[config.mk]
export PLATFORM = sky130hd
export DESIGN_NAME = rrcap_capability_regs
export DESIGN_NICKNAME = d
export VERILOG_FILES = /design/src/rtl/rrcap_pkg.sv /design/src/rtl/rrcap_capability_regs.sv
export VERILOG_INCLUDE_DIRS = /design/src /design/src/rtl
export SDC_FILE = /design/constraint.sdc
export NUM_CORES = 1
export LEC_CHECK = 0
export ABC_AREA = 0
export BUFFER_PORTS_ARGS = -buffer_cell sky130_fd_sc_hd__buf_2
export CORE_MARGIN = 10
export CORE_UTILIZATION = 43
export CTS_BUF_LIST = sky130_fd_sc_hd__clkbuf_8 sky130_fd_sc_hd__clkbuf_16
export DETAILED_ROUTE_END_ITERATION = 8
export GPL_TIMING_DRIVEN = 0
export PLACE_DENSITY = 0.8
export RECOVER_POWER = 100
export SLEW_MARGIN = 20
export SYNTH_ARGS = -nofsm -noshare
export SYNTH_HDL_FRONTEND = slang
export SYNTH_SLANG_ARGS = --single-unit
[constraint.sdc]
create_clock -name ref_clk -period 1.8 [get_ports ref_clk]
set_input_delay 0.36 -clock ref_clk [delete_from_list [all_inputs] [get_ports ref_clk]]
set_output_delay 0.36 -clock ref_clk [all_outputs]
set_load 0.01 [all_outputs]
[src/rtl/rrcap_consts.svh]
`ifndef RRCAP_CONSTS_SVH
`define RRCAP_CONSTS_SVH

`define RRCAP_ADDR_CAP_LOW      8'h20
`define RRCAP_ADDR_CAP_HIGH     8'h21
`define RRCAP_CAP_LOW_RESET     8'h00
`define RRCAP_CAP_HIGH_RESET    2'h0
`define RRCAP_UNMAPPED_DATA     8'h00

`define RRCAP_BIT_FREEZE        7
`define RRCAP_BIT_CODE0         6
`define RRCAP_BIT_FREQ_TRAIN    5
`define RRCAP_BIT_EQ_TRAIN      4
`define RRCAP_BIT_TWO_LINK      3
`define RRCAP_BIT_CHANNEL       2
`define RRCAP_BIT_WIDE_VIDEO    1
`define RRCAP_BIT_FWD_GPIO      0

`endif

[src/rtl/rrcap_pkg.sv]
package rrcap_pkg;

   typedef enum logic [2:0]
   {
      RRCAP_CODE_NORMAL_FRAME = 3'b000,
      RRCAP_CODE_FAST_GPIO_1  = 3'b001,
      RRCAP_CODE_FAST_GPIO_2  = 3'b010,
      RRCAP_CODE_FAST_GPIO_4  = 3'b011,
      RRCAP_CODE_RSVD_4       = 3'b100,
      RRCAP_CODE_RSVD_5       = 3'b101,
      RRCAP_CODE_FWD_SPI      = 3'b110,
      RRCAP_CODE_REV_SPI      = 3'b111
   } rrcap_code_t;

   // Capability word as delivered by the control channel
   typedef struct packed
   {
      logic [2:0] fast_control_channel_code;
      logic       frequency_training_request;
      logic       equalizer_training_request;
      logic       two_link_capable;
      logic       secondary_channel;
      logic       wide_video_with_hq_audio;
      logic       forward_frame_gpio_support;
   } rrcap_caps_t;

   typedef struct packed
   {
      logic [7:0] addr;
      logic       wr;
      logic       rd;
      logic [7:0] wdata;
      logic       via_secondary_address;
   } rrcap_req_t;

   typedef struct packed
   {
      logic       hit;
      logic [7:0] rdata;
   } rrcap_rsp_t;

   typedef struct packed
   {
      logic        capability_freeze;
      rrcap_code_t fast_control_channel_code;
      logic        frequency_training_request;
      logic        equalizer_training_request;
      logic        two_link_capable;
      logic        secondary_channel;
      logic        wide_video_with_hq_audio;
      logic        forward_frame_gpio_support;
   } rrcap_port_out_t;

   typedef struct packed
   {
      logic [1:0][7:0] cap_low;
      logic [1:0][1:0] cap_high;
      logic [1:0]      armed;
      logic [1:0]      lock_seen;
      logic            rsp_hit;
      logic [7:0]      rsp_data;
   } rrcap_state_t;

endpackage

[src/rtl/rrcap_capability_regs.sv]
`timescale 1ns/1ps
`include "rrcap_consts.svh"
// How it works
// - Freeze bit 7 blocks control-channel loading of capability values.
// - While frozen, 0x20 holds what software last wrote; 0x21 keeps its last software write or channel load.
// - Unfrozen fields load from the control channel after receive lock on that port.
// - Bit 6 is mode code bit 0; bits 2:1 sit in register 0x21.
// - Bit 5 set requests the frequency training pattern on that link.
// - Bit 4 set requests the equalizer training pattern on that link.
// - Bit 3 reports the remote receiver is two-link capable.
// - Bit 2 names the channel: 0 primary, 1 secondary.
// - Bit 1 reports 24-bit video together with high-quality audio.
// - Bit 0 reports GPIO support in the forward frame.
// - Separate copies per port; port 1 copy used when its select bit is set.
// - Port select ignored while secondary address enabled; address then chooses port.
// - Mode code 000 normal frame, 001 and 010 fast GPIO with one/two.
module rrcap_capability_regs
(
   input  wire logic                      ref_clk,
   input  wire logic                      srst,
   input  wire rrcap_pkg::rrcap_req_t     req,
   output rrcap_pkg::rrcap_rsp_t          rsp,
   input  wire logic                      second_port_select,
   input  wire logic                      secondary_address_enable,
   input  wire logic [1:0]                rx_lock,
   input  wire logic [1:0]                caps_valid,
   input  wire rrcap_pkg::rrcap_caps_t    caps_port0,
   input  wire rrcap_pkg::rrcap_caps_t    caps_port1,
   output rrcap_pkg::rrcap_port_out_t     port0_out,
   output rrcap_pkg::rrcap_port_out_t     port1_out
);
   import rrcap_pkg::*;

   rrcap_state_t s_q;
   rrcap_state_t s_d;

   function automatic logic [7:0] caps_to_low(input rrcap_caps_t c, input logic frz);
      caps_to_low = {frz, c.fast_control_channel_code[0], c.frequency_training_request,
                     c.equalizer_training_request, c.two_link_capable, c.secondary_channel,
                     c.wide_video_with_hq_audio, c.forward_frame_gpio_support};
   endfunction

   function automatic rrcap_port_out_t unpack_port(input logic [7:0] lo, input logic [1:0] hi);
      rrcap_port_out_t o;
      o.capability_freeze          = lo[`RRCAP_BIT_FREEZE];
      o.fast_control_channel_code  = rrcap_code_t'({hi, lo[`RRCAP_BIT_CODE0]});
      o.frequency_training_request = lo[`RRCAP_BIT_FREQ_TRAIN];
      o.equalizer_training_request = lo[`RRCAP_BIT_EQ_TRAIN];
      o.two_link_capable           = lo[`RRCAP_BIT_TWO_LINK];
      o.secondary_channel          = lo[`RRCAP_BIT_CHANNEL];
      o.wide_video_with_hq_audio   = lo[`RRCAP_BIT_WIDE_VIDEO];
      o.forward_frame_gpio_support = lo[`RRCAP_BIT_FWD_GPIO];
      unpack_port = o;
   endfunction

   // Second address, when enabled, overrides the primary-address select
   function automatic logic select_port(input logic sec_en, input logic via_sec, input logic sel);
      logic pick;
      pick = sel;
      if (sec_en)
      begin
         pick = via_sec;
      end
      select_port = pick;
   endfunction

   function automatic logic addr_is_low(input logic [7:0] a);
      addr_is_low = (a == `RRCAP_ADDR_CAP_LOW);
   endfunction

   function automatic logic addr_is_high(input logic [7:0] a);
      addr_is_high = (a == `RRCAP_ADDR_CAP_HIGH);
   endfunction

   // Edge, not level: a lock held across a freeze clear must not rearm
   function automatic logic arm_on_edge(input logic lock, input logic lock_prev, input logic frz);
      arm_on_edge = lock && !lock_prev && !frz;
   endfunction

   function automatic logic load_allowed(input logic armed, input logic lock, input logic valid,
                                         input logic frz);
      load_allowed = armed && lock && valid && !frz;
   endfunction

   always_comb
   begin
      logic        port;
      logic        frz;
      rrcap_caps_t c;
      port = 1'b0;
      frz  = 1'b0;
      c    = '0;
      s_d  = s_q;
      // Address route decides the copy when the second address is on
      port = select_port(secondary_address_enable, req.via_secondary_address, second_port_select);
      for (int p = 0; p < 2; p++)
      begin
         frz = s_q.cap_low[p][`RRCAP_BIT_FREEZE];
         c   = (p == 0) ? caps_port0 : caps_port1;
         s_d.lock_seen[p] = rx_lock[p];
         // Arm on a fresh lock edge only, so clearing freeze waits for relock
         if (arm_on_edge(rx_lock[p], s_q.lock_seen[p], frz))
         begin
            s_d.armed[p] = 1'b1;
         end
         if (frz || !rx_lock[p])
         begin
            s_d.armed[p] = 1'b0;
         end
         if (load_allowed(s_q.armed[p], rx_lock[p], caps_valid[p], frz))
         begin
            s_d.cap_low[p]  = caps_to_low(c, 1'b0);
            s_d.cap_high[p] = c.fast_control_channel_code[2:1];
         end
      end
      // Software write applied last: same-cycle write beats a channel load
      if (req.wr)
      begin
         if (addr_is_low(req.addr))
         begin
            s_d.cap_low[port] = req.wdata;
            if (req.wdata[`RRCAP_BIT_FREEZE])
            begin
               s_d.armed[port] = 1'b0;
            end
         end
         else if (addr_is_high(req.addr))
         begin
            s_d.cap_high[port] = req.wdata[1:0];
         end
      end
      s_d.rsp_hit  = 1'b0;
      s_d.rsp_data = `RRCAP_UNMAPPED_DATA;
      if (req.rd)
      begin
         if (addr_is_low(req.addr))
         begin
            s_d.rsp_hit  = 1'b1;
            s_d.rsp_data = s_q.cap_low[port];
         end
         else if (addr_is_high(req.addr))
         begin
            s_d.rsp_hit  = 1'b1;
            s_d.rsp_data = {6'h00, s_q.cap_high[port]};
         end
         else
         begin
            s_d.rsp_hit  = 1'b0;
            s_d.rsp_data = `RRCAP_UNMAPPED_DATA;
         end
      end
      if (srst)
      begin
         s_d.cap_low   = {`RRCAP_CAP_LOW_RESET, `RRCAP_CAP_LOW_RESET};
         s_d.cap_high  = {`RRCAP_CAP_HIGH_RESET, `RRCAP_CAP_HIGH_RESET};
         s_d.armed     = 2'h0;
         s_d.lock_seen = 2'h0;
         s_d.rsp_hit   = 1'b0;
         s_d.rsp_data  = `RRCAP_UNMAPPED_DATA;
      end
   end

   always_ff @(posedge ref_clk)
   begin
      s_q <= s_d;
   end

   // One driver for the whole response word
   assign rsp       = {s_q.rsp_hit, s_q.rsp_data};
   assign port0_out = unpack_port(s_q.cap_low[0], s_q.cap_high[0]);
   assign port1_out = unpack_port(s_q.cap_low[1], s_q.cap_high[1]);

endmodule

==> results of run 1 <==
[logic make-up after synthesis]
logic type | Yosys count | synth area share
compound gates | 28 | 0.136
buf+inv | 39 | 0.162
flops | 33 | 0.382
mux | 24 | 0.154
simple gates | 47 | 0.165
[routing by layer]
layer | up-vias | share of wire
li1 | 767 | -
met3 | 6 | 0.090
met1 | 688 | 0.44
met5 | - | 0
met2 | 84 | 0.46
met4 | 0 | 0.014
[synthesized netlist by cell type]
| library cell | count |
|---|---|
| dfxtp_1 | 33 |
| buf_4 | 29 |
| mux2i_1 | 21 |
| a221oi_1 | 18 |
| nand2_1 | 12 |
| nor3_1 | 7 |
| a21oi_2 | 6 |
| nor2b_1 | 5 |
| clkbuf_1 | 4 |
| nand2b_1 | 4 |
| nand4_1 | 4 |
| inv_1 | 3 |
| a211oi_1 | 2 |
| buf_6 | 2 |
| mux4_2 | 2 |
| nand4b_1 | 2 |
| nor2_1 | 2 |
| o21ai_0 | 2 |
| or3_2 | 2 |
| and2_1 | 1 |
| and3_1 | 1 |
| and4b_1 | 1 |
| clkbuf_8 | 1 |
| mux2_2 | 1 |
| nor3b_1 | 1 |
| nor4b_1 | 1 |
| nor4b_2 | 1 |
| or2b_2 | 1 |
| or4_4 | 1 |
| or4b_1 | 1 |
[registers in the layout, indices dropped and copies added (netlist names)]
| register | cells |
|---|---|
| rsp | 9 |
| port1_out | 10 |
| s_q | 4 |
| port0_out | 10 |
[final cells by class]
class	instances	area, µm²
inverter	3	11.3
multi-input combinational	99	785
clock buffer	6	82.6
tap	48	60.1
timing repair buffer	74	338
sequential	33	661
fill	362	1570
buffer	35	262
clock inverter	1	3.75
[how the worst min path moves through the flow]
stage | slack (ps) | start | depth (start not counted) | end
CTS | 310 | srst | 2 | s_q[9]
finish | 360 | rx_lock[1] | 2 | s_q[10]
detailed placement | 470 | port0_out[6] | 2 | rsp[6]
global placement | 460 | port0_out[3] | 2 | rsp[3]
global route | 360 | rx_lock[0] | 2 | s_q[9]
floorplan | 440 | srst | 1 | s_q[10]
[power by group]
group | internal [mW] | total, mW | switching, mW | leakage, nW
clock | 0.297 | 0.545 | 0.248 | 0.0485
sequential | 0.744 | 0.751 | 0.00770 | 0.267
combinational | 0.0859 | 0.171 | 0.0851 | 0.712
total | 1.13 | 1.47 | 0.341 | 1.03
[what timing repair did]
item                                    in CTS  in global routing
endpoints found under the hold margin        0                  0
resized for setup                            1                  1
setup buffers                                0                  1
endpoints found under the setup margin       8                 12
pin swaps                                    0                  1
[stage by stage]
stage	hold WS (ps)	worst slack, ps
2_1_floorplan	440	4.16
3_3_place_gp	465	-475
3_5_place_dp	474	-522
4_1_cts	310	52.7
5_1_grt	363	15.2
6_report	361	81.6
[worst max-delay path, delay by kind of cell]
family,cells,cell delay (ps)
AND/OR/NAND/NOR,1,580
multiplexers,1,380
buffers and inverters,2,310
AO/OA/AOI/OAI,1,210
==> out/results.txt, run 1 <==
Traced cell by cell, the critical path runs through buf_2 -> mux2_1 -> clkbuf_8 -> nor2_1 -> a221oi_1. At the pin with the least slew margin, the transition time is 785 ps. The post-route fraction of the period consumed by the critical path came out at 0.955. The critical path in this run is classified as input pin to flip-flop. The critical-path cell with the highest stage delay is nor2_1. The number of cells on the worst reg-to-reg path was 4; the number of sinks driven by the clock tree was 33.

The logs give 171 for the synthesized netlist cell count and 0.209 for the global-route met2 utilization. The floorplan has 22 rows. The initial antenna violation count came out at 0. Max-cap violations in this run came to 0. Clock tree synthesis selected as its root buffer the cell clkbuf_8. TritonCTS built the clock tree. In this run the horizontal extent of the chip is 83.4 µm. The setup check on the worst reg-to-reg path leaves a slack of 100 ps. The floorplan die area is 0.00695 mm², and the wire length of the first global-routing pass is 7.65 mm. After clock tree synthesis, the clock-pin slew on the worst setup and hold paths is 60 ps. The highest-utilization routing layer at the global route stage was met2. The logs give 0 ps for the accumulated negative setup slack and 4.31 ps for the worst setup skew after layout. For the static leakage, the log shows 1.03 nW.

The overflow left after global routing is 0, and the starting density of the core is 0.458. Number of antenna-violating nets in the routed design: 0. The finished layout cell area is 0.00220 mm². The layout net count is 296. The average cell area after synthesis was 10.1 µm²; the number of buffers added on ports was 73. At the worst endpoint, the arrival time is 1840 ps.

The maximum number of pins on one net before global-route repair was 11. The tools report the number of endpoints failing setup at the final stage as 0. Wires add up to 4.77 mm. For this design the ratio of total power to cell area is 667 mW/mm². The tools report the global routing met3 resource utilization as 0.0420.

Average routed wire per standard cell: 16.0 µm. The routed layout has 1545 vias. The tools report the startpoint class of the critical path as an input pin. The worst setup path is captured at a flip-flop. The tools report the number of buffers added by the clock tree synthesis step as 5.

The netlist area before placement is 0.00173 mm². On the worst path, the slowest cell contributes a delay of 580 ps. Once detailed placement completed, the half-perimeter wirelength came to 3.76 mm. The min-delay analysis places its worst path in the category input pin to flip-flop. CTS built an H-tree with a depth of 2. The die is 83.4 µm tall. The count of final hold-check violations came out at 0. The worst register-to-register path ends at port0_out[4].

The required time of the critical path is 1920 ps. The met1 usage in global routing was 0.159. Of all nets on the critical path, the largest fanout is 10.

Compared with the post-synthesis result, the final layout area differs by 27.4%. The ratio of routed vias to standard cells was 5.17. In this run the count of I/O pins placed on the die edge is 74. The first routing iteration left 96 violations. The worst register-to-register path begins at port0_out[9].

The repair_antennas step left the layout with diodes totalling 0. The clock latency on the worst-skew pair is 280 ps, and the number of warnings reported in the yosys synthesis log is 0. VDD sags by at most 0.000338 V. Setup repair after global routing left no endpoint under its margin. In this run, placement finished with an instance count of 292.

Leaving out fill and tap cells, the most frequent cell in the layout is buf_2. The share of cells above drive strength 1 is 0.375. The number of standard cells in the final layout excluding fillers was 299. The flow ran to the end, and the final reports show no timing, DRC or antenna violations.

Top cell type by total area after synthesis: dfxtp_1. In this run the worst setup path begins at secondary_address_enable. The share of Yosys cell area claimed by the top area cell type works out to 0.382. The capture point of the worst path is port0_out[1]. Summing all placed instances gives a cell area of 0.00215 mm². The run gives 0.132 as the overall routing resource usage. The run gives 1611 as the via count of the first global-routing pass. The run gives 1.47 mW as the overall power of the completed layout. Leaving out fill and tap cells, the most frequent cells in the layout are buf_2 (45), dfxtp_1 (33), clkbuf_1 (31). In this run, post-CTS hold repair placed 0 buffers.

For this run, design rule violations remaining after detail routing come to 0. The sequential fraction of the synthesis area was 0.382; the maximum clock insertion buffer count was 2. The smallest clock period supported by the final layout is computed as 1720 ps. For the unique cell type count in the Yosys netlist, the log shows 30.

For this run, the detailed router's first-pass iteration total came to 4. The placer's final routability congestion estimate is 0.869, and the worst slew margin relative to its limit is 0.475. Based on the critical path, the design can be clocked at up to 0.582 GHz. The share of the core filled with cells in the final layout was 0.584. For the core box area, the log shows 0.00377 mm².

After synthesis, the cell types taking the most area are dfxtp_1 (38%), buf_4 (13%), mux2i_1 (12%), a221oi_1 (9.1%), a21oi_2 (3.0%). The post-synth net total came out at 216. The final count of pins violating max slew was 0. The register bit count reported by yosys works out to 33.
(Power assumes the default switching activity.)
==> run 2, diff against run 1 <==
--- a/config.mk
+++ b/config.mk
@@ -8,8 +8,10 @@
 export LEC_CHECK = 0
 export ABC_AREA = 0
 export BUFFER_PORTS_ARGS = -buffer_cell sky130_fd_sc_hd__buf_2
+export CELL_PAD_IN_SITES_DETAIL_PLACEMENT = 1
+export CELL_PAD_IN_SITES_GLOBAL_PLACEMENT = 2
 export CORE_MARGIN = 10
-export CORE_UTILIZATION = 43
+export CORE_UTILIZATION = 25
 export CTS_BUF_LIST = sky130_fd_sc_hd__clkbuf_8 sky130_fd_sc_hd__clkbuf_16
 export DETAILED_ROUTE_END_ITERATION = 8
 export GPL_TIMING_DRIVEN = 0
==> out/results.txt, run 2 (same netlist as run 1, synthesis figures left out) <==
Register cell area after layout: 661 µm² (unchanged). The count of final hold-check violations was 0 (unchanged). The via count of the first global-routing pass is 1678 (+4.2%), and the hold buffer count at CTS is 0 (unchanged). For this design, the slowest cell found on the critical path is or4b_1. The logs give 0.555 (+0.0807) for the worst slew margin relative to its limit and 2 (unchanged) for the maximum clock insertion buffer count.

The number of buffers added on ports is 73 (unchanged). The accumulated negative setup slack was 0 ps (unchanged); the worst-case vdd ir drop was 0.000192 V (-43%). For the number of endpoints failing setup at the final stage, the log shows 0 (unchanged). The tools report the I/O pin count as 74 (unchanged).

The clock-pin transition on the worst setup and hold timing paths is 70 ps (about the same), and the layout net count is 299 (+1.0%). The starting density of the core came out at 0.256 (-0.202). The overall routing resource usage was 0.111 (-0.0205); the buffer and inverter count on the worst path was 3 (+1). The wire length of the first global-routing pass is 8.89 mm (+16%), and the number of placement rows is 30 (+36%). Setup repair after global routing left no endpoint under its margin. The total cell area at the placement stage was 0.00219 mm² (+1.9%).

Half-perimeter wire length after detailed placement: 4.54 mm (+21%). The library cell used most frequently in the layout, excluding fill and tap cells, is buf_2. For the maximum level of the CTS H-tree, the log shows 2 (unchanged). The tools report the maximum number of pins on one net before global-route repair as 11 (unchanged).

The run gives 0 (unchanged) as the final count of pins violating max slew. The shortest clock period the worst path allows after layout came out at 1700 ps (-15.2 ps). The total of fill cells in the finished design was 835 (+130%); the required time of the critical path was 2020 ps (+100 ps). The tools report the highest achievable clock rate as 0.587 GHz (+0.89%).

Walking the worst path, the cells encountered are clkbuf_1 -> or4b_1 -> buf_6 -> or4_4 -> buf_2 -> a21oi_2. The cell family contributing the most delay on the critical path is simple AND/OR/NAND/NOR gates. The tools report the internal reg-to-reg setup slack as 520 ps (+420 ps).

For the number of max-capacitance violations reported, the log shows 0 (unchanged). The ratio of routed vias to standard cells is 4.73 (-8.5%). TritonCTS built the clock tree. The average routed wire per standard cell works out to 17.8 µm (+12%).

For the number of optimization iterations in the first detailed-route pass, the log shows 4 (unchanged). The placer's final routability congestion estimate was 0.714 (-18%); the number of sinks driven by the clock tree was 33 (unchanged). The tools report the number of violations reported at the end of detailed-routing iteration 0 as 34 (-65%). The overflow left after global routing is 0 (unchanged), and the actual slew at the worst max-slew pin is 654 ps (-131 ps). STA classifies the critical path endpoint as a flip-flop. The share of cells above drive strength 1 was 0.421 (+0.0468).

The tools report the launch instance of the worst register-to-register path as port1_out[9]. The run gives 1920 ps (+80 ps) as the arrival time of the worst setup path. Path class of the lowest-slack min-delay path: input pin to flip-flop. The tools report the initial antenna violation count as 0 (unchanged). In the layout the commonest cells are buf_2 (47), dfxtp_1 (33), clkbuf_1 (29). The post-route fraction of the period consumed by the critical path is 0.946 (-0.00843), and the total area of multi-input combinational cells is 802 µm² (+2.2%). In this run the worst setup path begins at req[18]. The antenna diode instance count came out at 0 (unchanged).

The overall power of the completed layout was 1.49 mW (+1.7%). The static leakage was 1.04 nW (+1.7%); the number of buffers added by the clock tree synthesis step was 5 (unchanged). The number of antenna-violating nets in the routed design came out at 0 (unchanged). The finished layout cell area was 0.00228 mm² (+3.5%). Core box area: 0.00676 mm² (+79%). The critical path is of the input pin to flip-flop type.

The total power divided by cell area is 655 mW/mm² (-1.8%). Startpoint of the tightest hold check path: rx_lock[1]. The delay contributed by the slowest stage of the critical path is 530 ps (-50 ps), and the vertical die dimension is 103 µm (+24%). The tools report the worst setup skew after layout as 3.29 ps (-1.02 ps). The floorplan die area is 0.0106 mm² (+53%). The post-detailed-route DRC marker count was 0 (unchanged). The flow ran to the end, and the final reports show no timing, DRC or antenna violations.

The highest fanout seen on the critical path was 10 (unchanged); the layout overhead on the synthesized area was 31.9%. The share of the core filled with cells in the final layout is 0.337 (-0.247). The clock root buffer master was clkbuf_8.

The die span in x works out to 103 µm (+24%). The number of vias after detailed routing was 1580 (+2.3%); the clock latency on the worst-skew pair was 280 ps (about the same). The run gives 5.94 mm (+25%) as the total wire length. The startpoint class of the critical path is an input pin.
-- run 2: cell types whose count changed in the layout (fill, tap and decap cells not counted), moves of 2 or more --
cell      change
a21oi_1       -3
a21oi_2       +3
buf_2         +2
clkbuf_1      -2
clkbuf_2      +2
nor2_1        -2
nor2_2        +2
-- run 2: repair_timing --
| action | in CTS | in global routing |
|---|---|---|
| resized for setup | 1 | 3 |
| setup buffers | 1 | 4 |
| pin swaps | 0 | 2 |
| endpoints found under the setup margin | 17 | 20 |
-- run 2: cell type report --
| type | instances | area share |
|---|---|---|
| sequential | 33 | 0.290 |
| multi-input combinational | 99 | 0.352 |
| clock buffer | 6 | 0.0362 |
| clock inverter | 1 | 0.00165 |
| inverter | 3 | 0.00494 |
| buffer | 34 | 0.112 |
| timing repair buffer | 78 | 0.160 |
| tap | 80 | 0.0439 |
-- run 2: path summary, 6_finish.rpt --
check                               endpoint  depth (start not counted)
worst max-delay path                  rsp[5]                          6
worst min-delay path                 s_q[10]                          2
worst max register to register  port1_out[6]                          4
worst min register to register        rsp[6]                          2
-- run 2: routing by layer --
| metal | track usage | vias to the layer above | part of all wire |
|---|---|---|---|
| met1 | 0.124 | 750 | 0.42 |
| met3 | 0.0489 | 7 | 0.080 |
| li1 | - | 775 | - |
| met2 | 0.184 | 48 | 0.49 |
| met4 | 0.0396 | 0 | 0.0089 |
| met5 | 0 | - | 0 |
-- run 2: through the flow --
step	setup WS, ps	hold slack, ps	instances
final	96.8	339	334
after global routing	54.8	348	334
after CTS	5.15	321	331
after detailed placement	-603	474	324
after global placement	-665	469	324
after floorplan	4.16	440	171
-- run 2: where the power goes --
group          switching, mW  leakage, nW  internal (mW)
sequential           0.00809        0.267          0.743
clock                  0.266       0.0485          0.298
combinational         0.0906        0.729         0.0866
total                  0.365         1.04           1.13
==> run 3, diff against run 2 <==
--- a/config.mk
+++ b/config.mk
@@ -10,7 +10,7 @@
 export BUFFER_PORTS_ARGS = -buffer_cell sky130_fd_sc_hd__buf_2
 export CELL_PAD_IN_SITES_DETAIL_PLACEMENT = 1
 export CELL_PAD_IN_SITES_GLOBAL_PLACEMENT = 2
-export CORE_MARGIN = 10
+export CORE_MARGIN = 2
 export CORE_UTILIZATION = 25
 export CTS_BUF_LIST = sky130_fd_sc_hd__clkbuf_8 sky130_fd_sc_hd__clkbuf_16
 export DETAILED_ROUTE_END_ITERATION = 8
==> out/results.txt, run 3 (same netlist as run 1, synthesis figures left out) <==
The flow ran to the end, and the final reports show no timing, DRC or antenna violations. In the layout the commonest cells are buf_2 (47), dfxtp_1 (33), clkbuf_1 (28), buf_4 (28), mux2i_1 (20). The capturing element type of the critical path is a flip-flop. The run gives 0 (unchanged) as the initial antenna violation count. The vertical die dimension came out at 87.1 µm (-16%). For the total wire length, the log shows 5.27 mm (-11%).

For the static leakage, the log shows 1.06 nW (+1.8%). The tools report the finished layout cell area as 0.00229 mm² (+0.44%). Endpoint of the worst hold-timing path: s_q[10]. The number of optimization iterations in the first detailed-route pass is 4 (unchanged), and the average routed wire per standard cell is 15.7 µm (-12%).

The floorplan die area came out at 0.00759 mm² (-29%). The run gives 0.514 (-0.0413) as the worst slew margin relative to its limit. The run gives 2 (unchanged) as the maximum clock insertion buffer count. The layout net count was 300 (+0.33%); the ratio of routed vias to standard cells was 4.79 (+1.3%).

For the clock latency on the worst-skew pair, the log shows 280 ps (about the same). The run gives 0 (unchanged) as the overflow left after global routing. In this run the clock root is driven by a clkbuf_8. The die span in x was 87.1 µm (-16%); the maximum level of the CTS H-tree was 2 (unchanged).

Setup repair after global routing left no endpoint under its margin. The tools report the total cell area at the placement stage as 0.00219 mm² (unchanged). Via count of the first global-routing pass: 1600 (-4.6%). For the antenna diode instance count, the log shows 0 (unchanged).

The shortest clock period the worst path allows after layout was 1670 ps (-33.8 ps); the number of max-capacitance violations reported was 0 (unchanged). The worst register-to-register path ends at port0_out[4]. The overall routing resource usage is 0.141 (+0.0296), and the register cell area after layout is 661 µm² (unchanged).

The arrival time of the worst setup path came out at 1880 ps (-40 ps). The total area of multi-input combinational cells was 777 µm² (-3.1%); the number of vias after detailed routing was 1610 (+1.9%). The tools report the number of placement rows as 30 (unchanged). The internal reg-to-reg setup slack is 480 ps (-40 ps), and the maximum number of pins on one net before global-route repair is 11 (unchanged). The logs give -633 ps (-30.3 ps) for the worst setup slack before clock tree synthesis and 0 (unchanged) for the number of antenna-violating nets in the routed design. The final count of pins violating max slew was 0 (unchanged).

The number of cells on the worst reg-to-reg path is 4 (unchanged), and the total power divided by cell area is 679 mW/mm² (+3.7%). The wire length of the first global-routing pass was 8.15 mm (-8.3%); the starting density of the core was 0.256 (unchanged). The worst-case vdd ir drop was 0.000331 V (+72%); the I/O pin count was 74 (unchanged).

For the share of the core filled with cells in the final layout, the log shows 0.339 (+0.00148). The core box area came out at 0.00676 mm² (unchanged). In this run the critical register-to-register path is launched from port0_out[9]. The required time of the critical path was 2010 ps (about the same). The tools report the post-detailed-route DRC marker count as 0 (unchanged). The number of sinks driven by the clock tree is 33 (unchanged), and the clock-pin transition on the worst setup and hold timing paths is 70 ps (about the same). The critical path in this run is classified as input pin to flip-flop. The final worst-path setup slack is 131 ps (+33.8 ps).

For the total of fill cells in the finished design, the log shows 825 (-1.2%). The share of cells above drive strength 1 was 0.410 (-0.0111). For the number of violations reported at the end of detailed-routing iteration 0, the log shows 31 (-8.8%). The count of final hold-check violations was 0 (unchanged); the highest achievable clock rate was 0.599 GHz (+2.0%). Leaving out fill and tap cells, the most frequent cell in the layout is buf_2.

Highest fanout seen on the critical path: 10 (unchanged). The half-perimeter wire length after detailed placement was 3.96 mm (-13%). The post-route fraction of the period consumed by the critical path works out to 0.927 (-0.0188). The placer's final routability congestion estimate was 0.704 (-1.4%). The actual slew at the worst max-slew pin is 715 ps (+60.8 ps), and the worst setup skew after layout is 5.50 ps (+2.21 ps). The worst hold path cell count works out to 2 (unchanged). The layout overhead on the synthesized area was 32.5%. TritonCTS built the clock tree.

The number of endpoints failing setup at the final stage is 0 (unchanged). The worst hold path begins at rx_lock[1]. For the number of buffers added by the clock tree synthesis step, the log shows 5 (unchanged).

Path class of the lowest-slack min-delay path: input pin to flip-flop. The number of buffers added on ports came out at 73 (unchanged). The startpoint class of the critical path was an input pin.
## run 3: worst max-delay path by stage
stage / startpoint / end / slack, ps / cells after the start
floorplan: req[18] / rsp[7] / 4 / 5
global placement: secondary_address_enable / port0_out[2] / -600 / 4
detailed placement: secondary_address_enable / port0_out[2] / -630 / 4
CTS: secondary_address_enable / port0_out[2] / 10 / 4
global route: req[18] / rsp[2] / 40 / 6
finish: req[18] / rsp[2] / 130 / 6
## run 3: critical path: stages
cell and delay [ps]:
clkbuf_1 90, or4b_1 540, buf_6 160, or4_4 470, buf_6 150, a21oi_1 100
## run 3: final cells by class
cell class                      instances  share of cell area
Buffer                                 34               0.114
Clock buffer                            7              0.0421
Clock inverter                          1             0.00219
Inverter                                3             0.00492
Multi-Input combinational cell         99               0.339
Sequential cell                        33               0.289
Tap cell                               80              0.0437
Timing Repair Buffer                   79               0.165
## run 3: timing repair
item / CTS / global route
gates resized for setup: 1 / 2
setup buffers: 0 / 6
hold buffers: 0 / 0
pin swaps: 1 / 2
endpoints found under the setup margin: 18 / 20
## run 3: power breakdown
part           internal (mW)  switching [mW]
Sequential             0.743         0.00778
Combinational         0.0870          0.0911
Clock                  0.346           0.279
Total                   1.18           0.378
## run 3: per-layer routing
metal / vias up / GRT usage / wire length [µm]
li1: 774 / - / -
met1: 783 / 0.180 / 2360
met2: 51 / 0.243 / 2560
met3: 2 / 0.0332 / 333
met4: 0 / 0.0266 / 25
met5: - / 0 / 0
## run 3: metrics by stage
step / TNS, ps / total power, mW / hold slack, ps / instances
3_3_place_gp: -9360 / 0.943 / 467 / 324
6_report: 0 / 1.55 / 353 / 336
2_1_floorplan: 0 / 0.852 / 440 / 171
5_1_grt: 0 / 1.61 / 355 / 336
3_5_place_dp: -10050 / 0.946 / 474 / 324
4_1_cts: 0 / 1.56 / 348 / 332
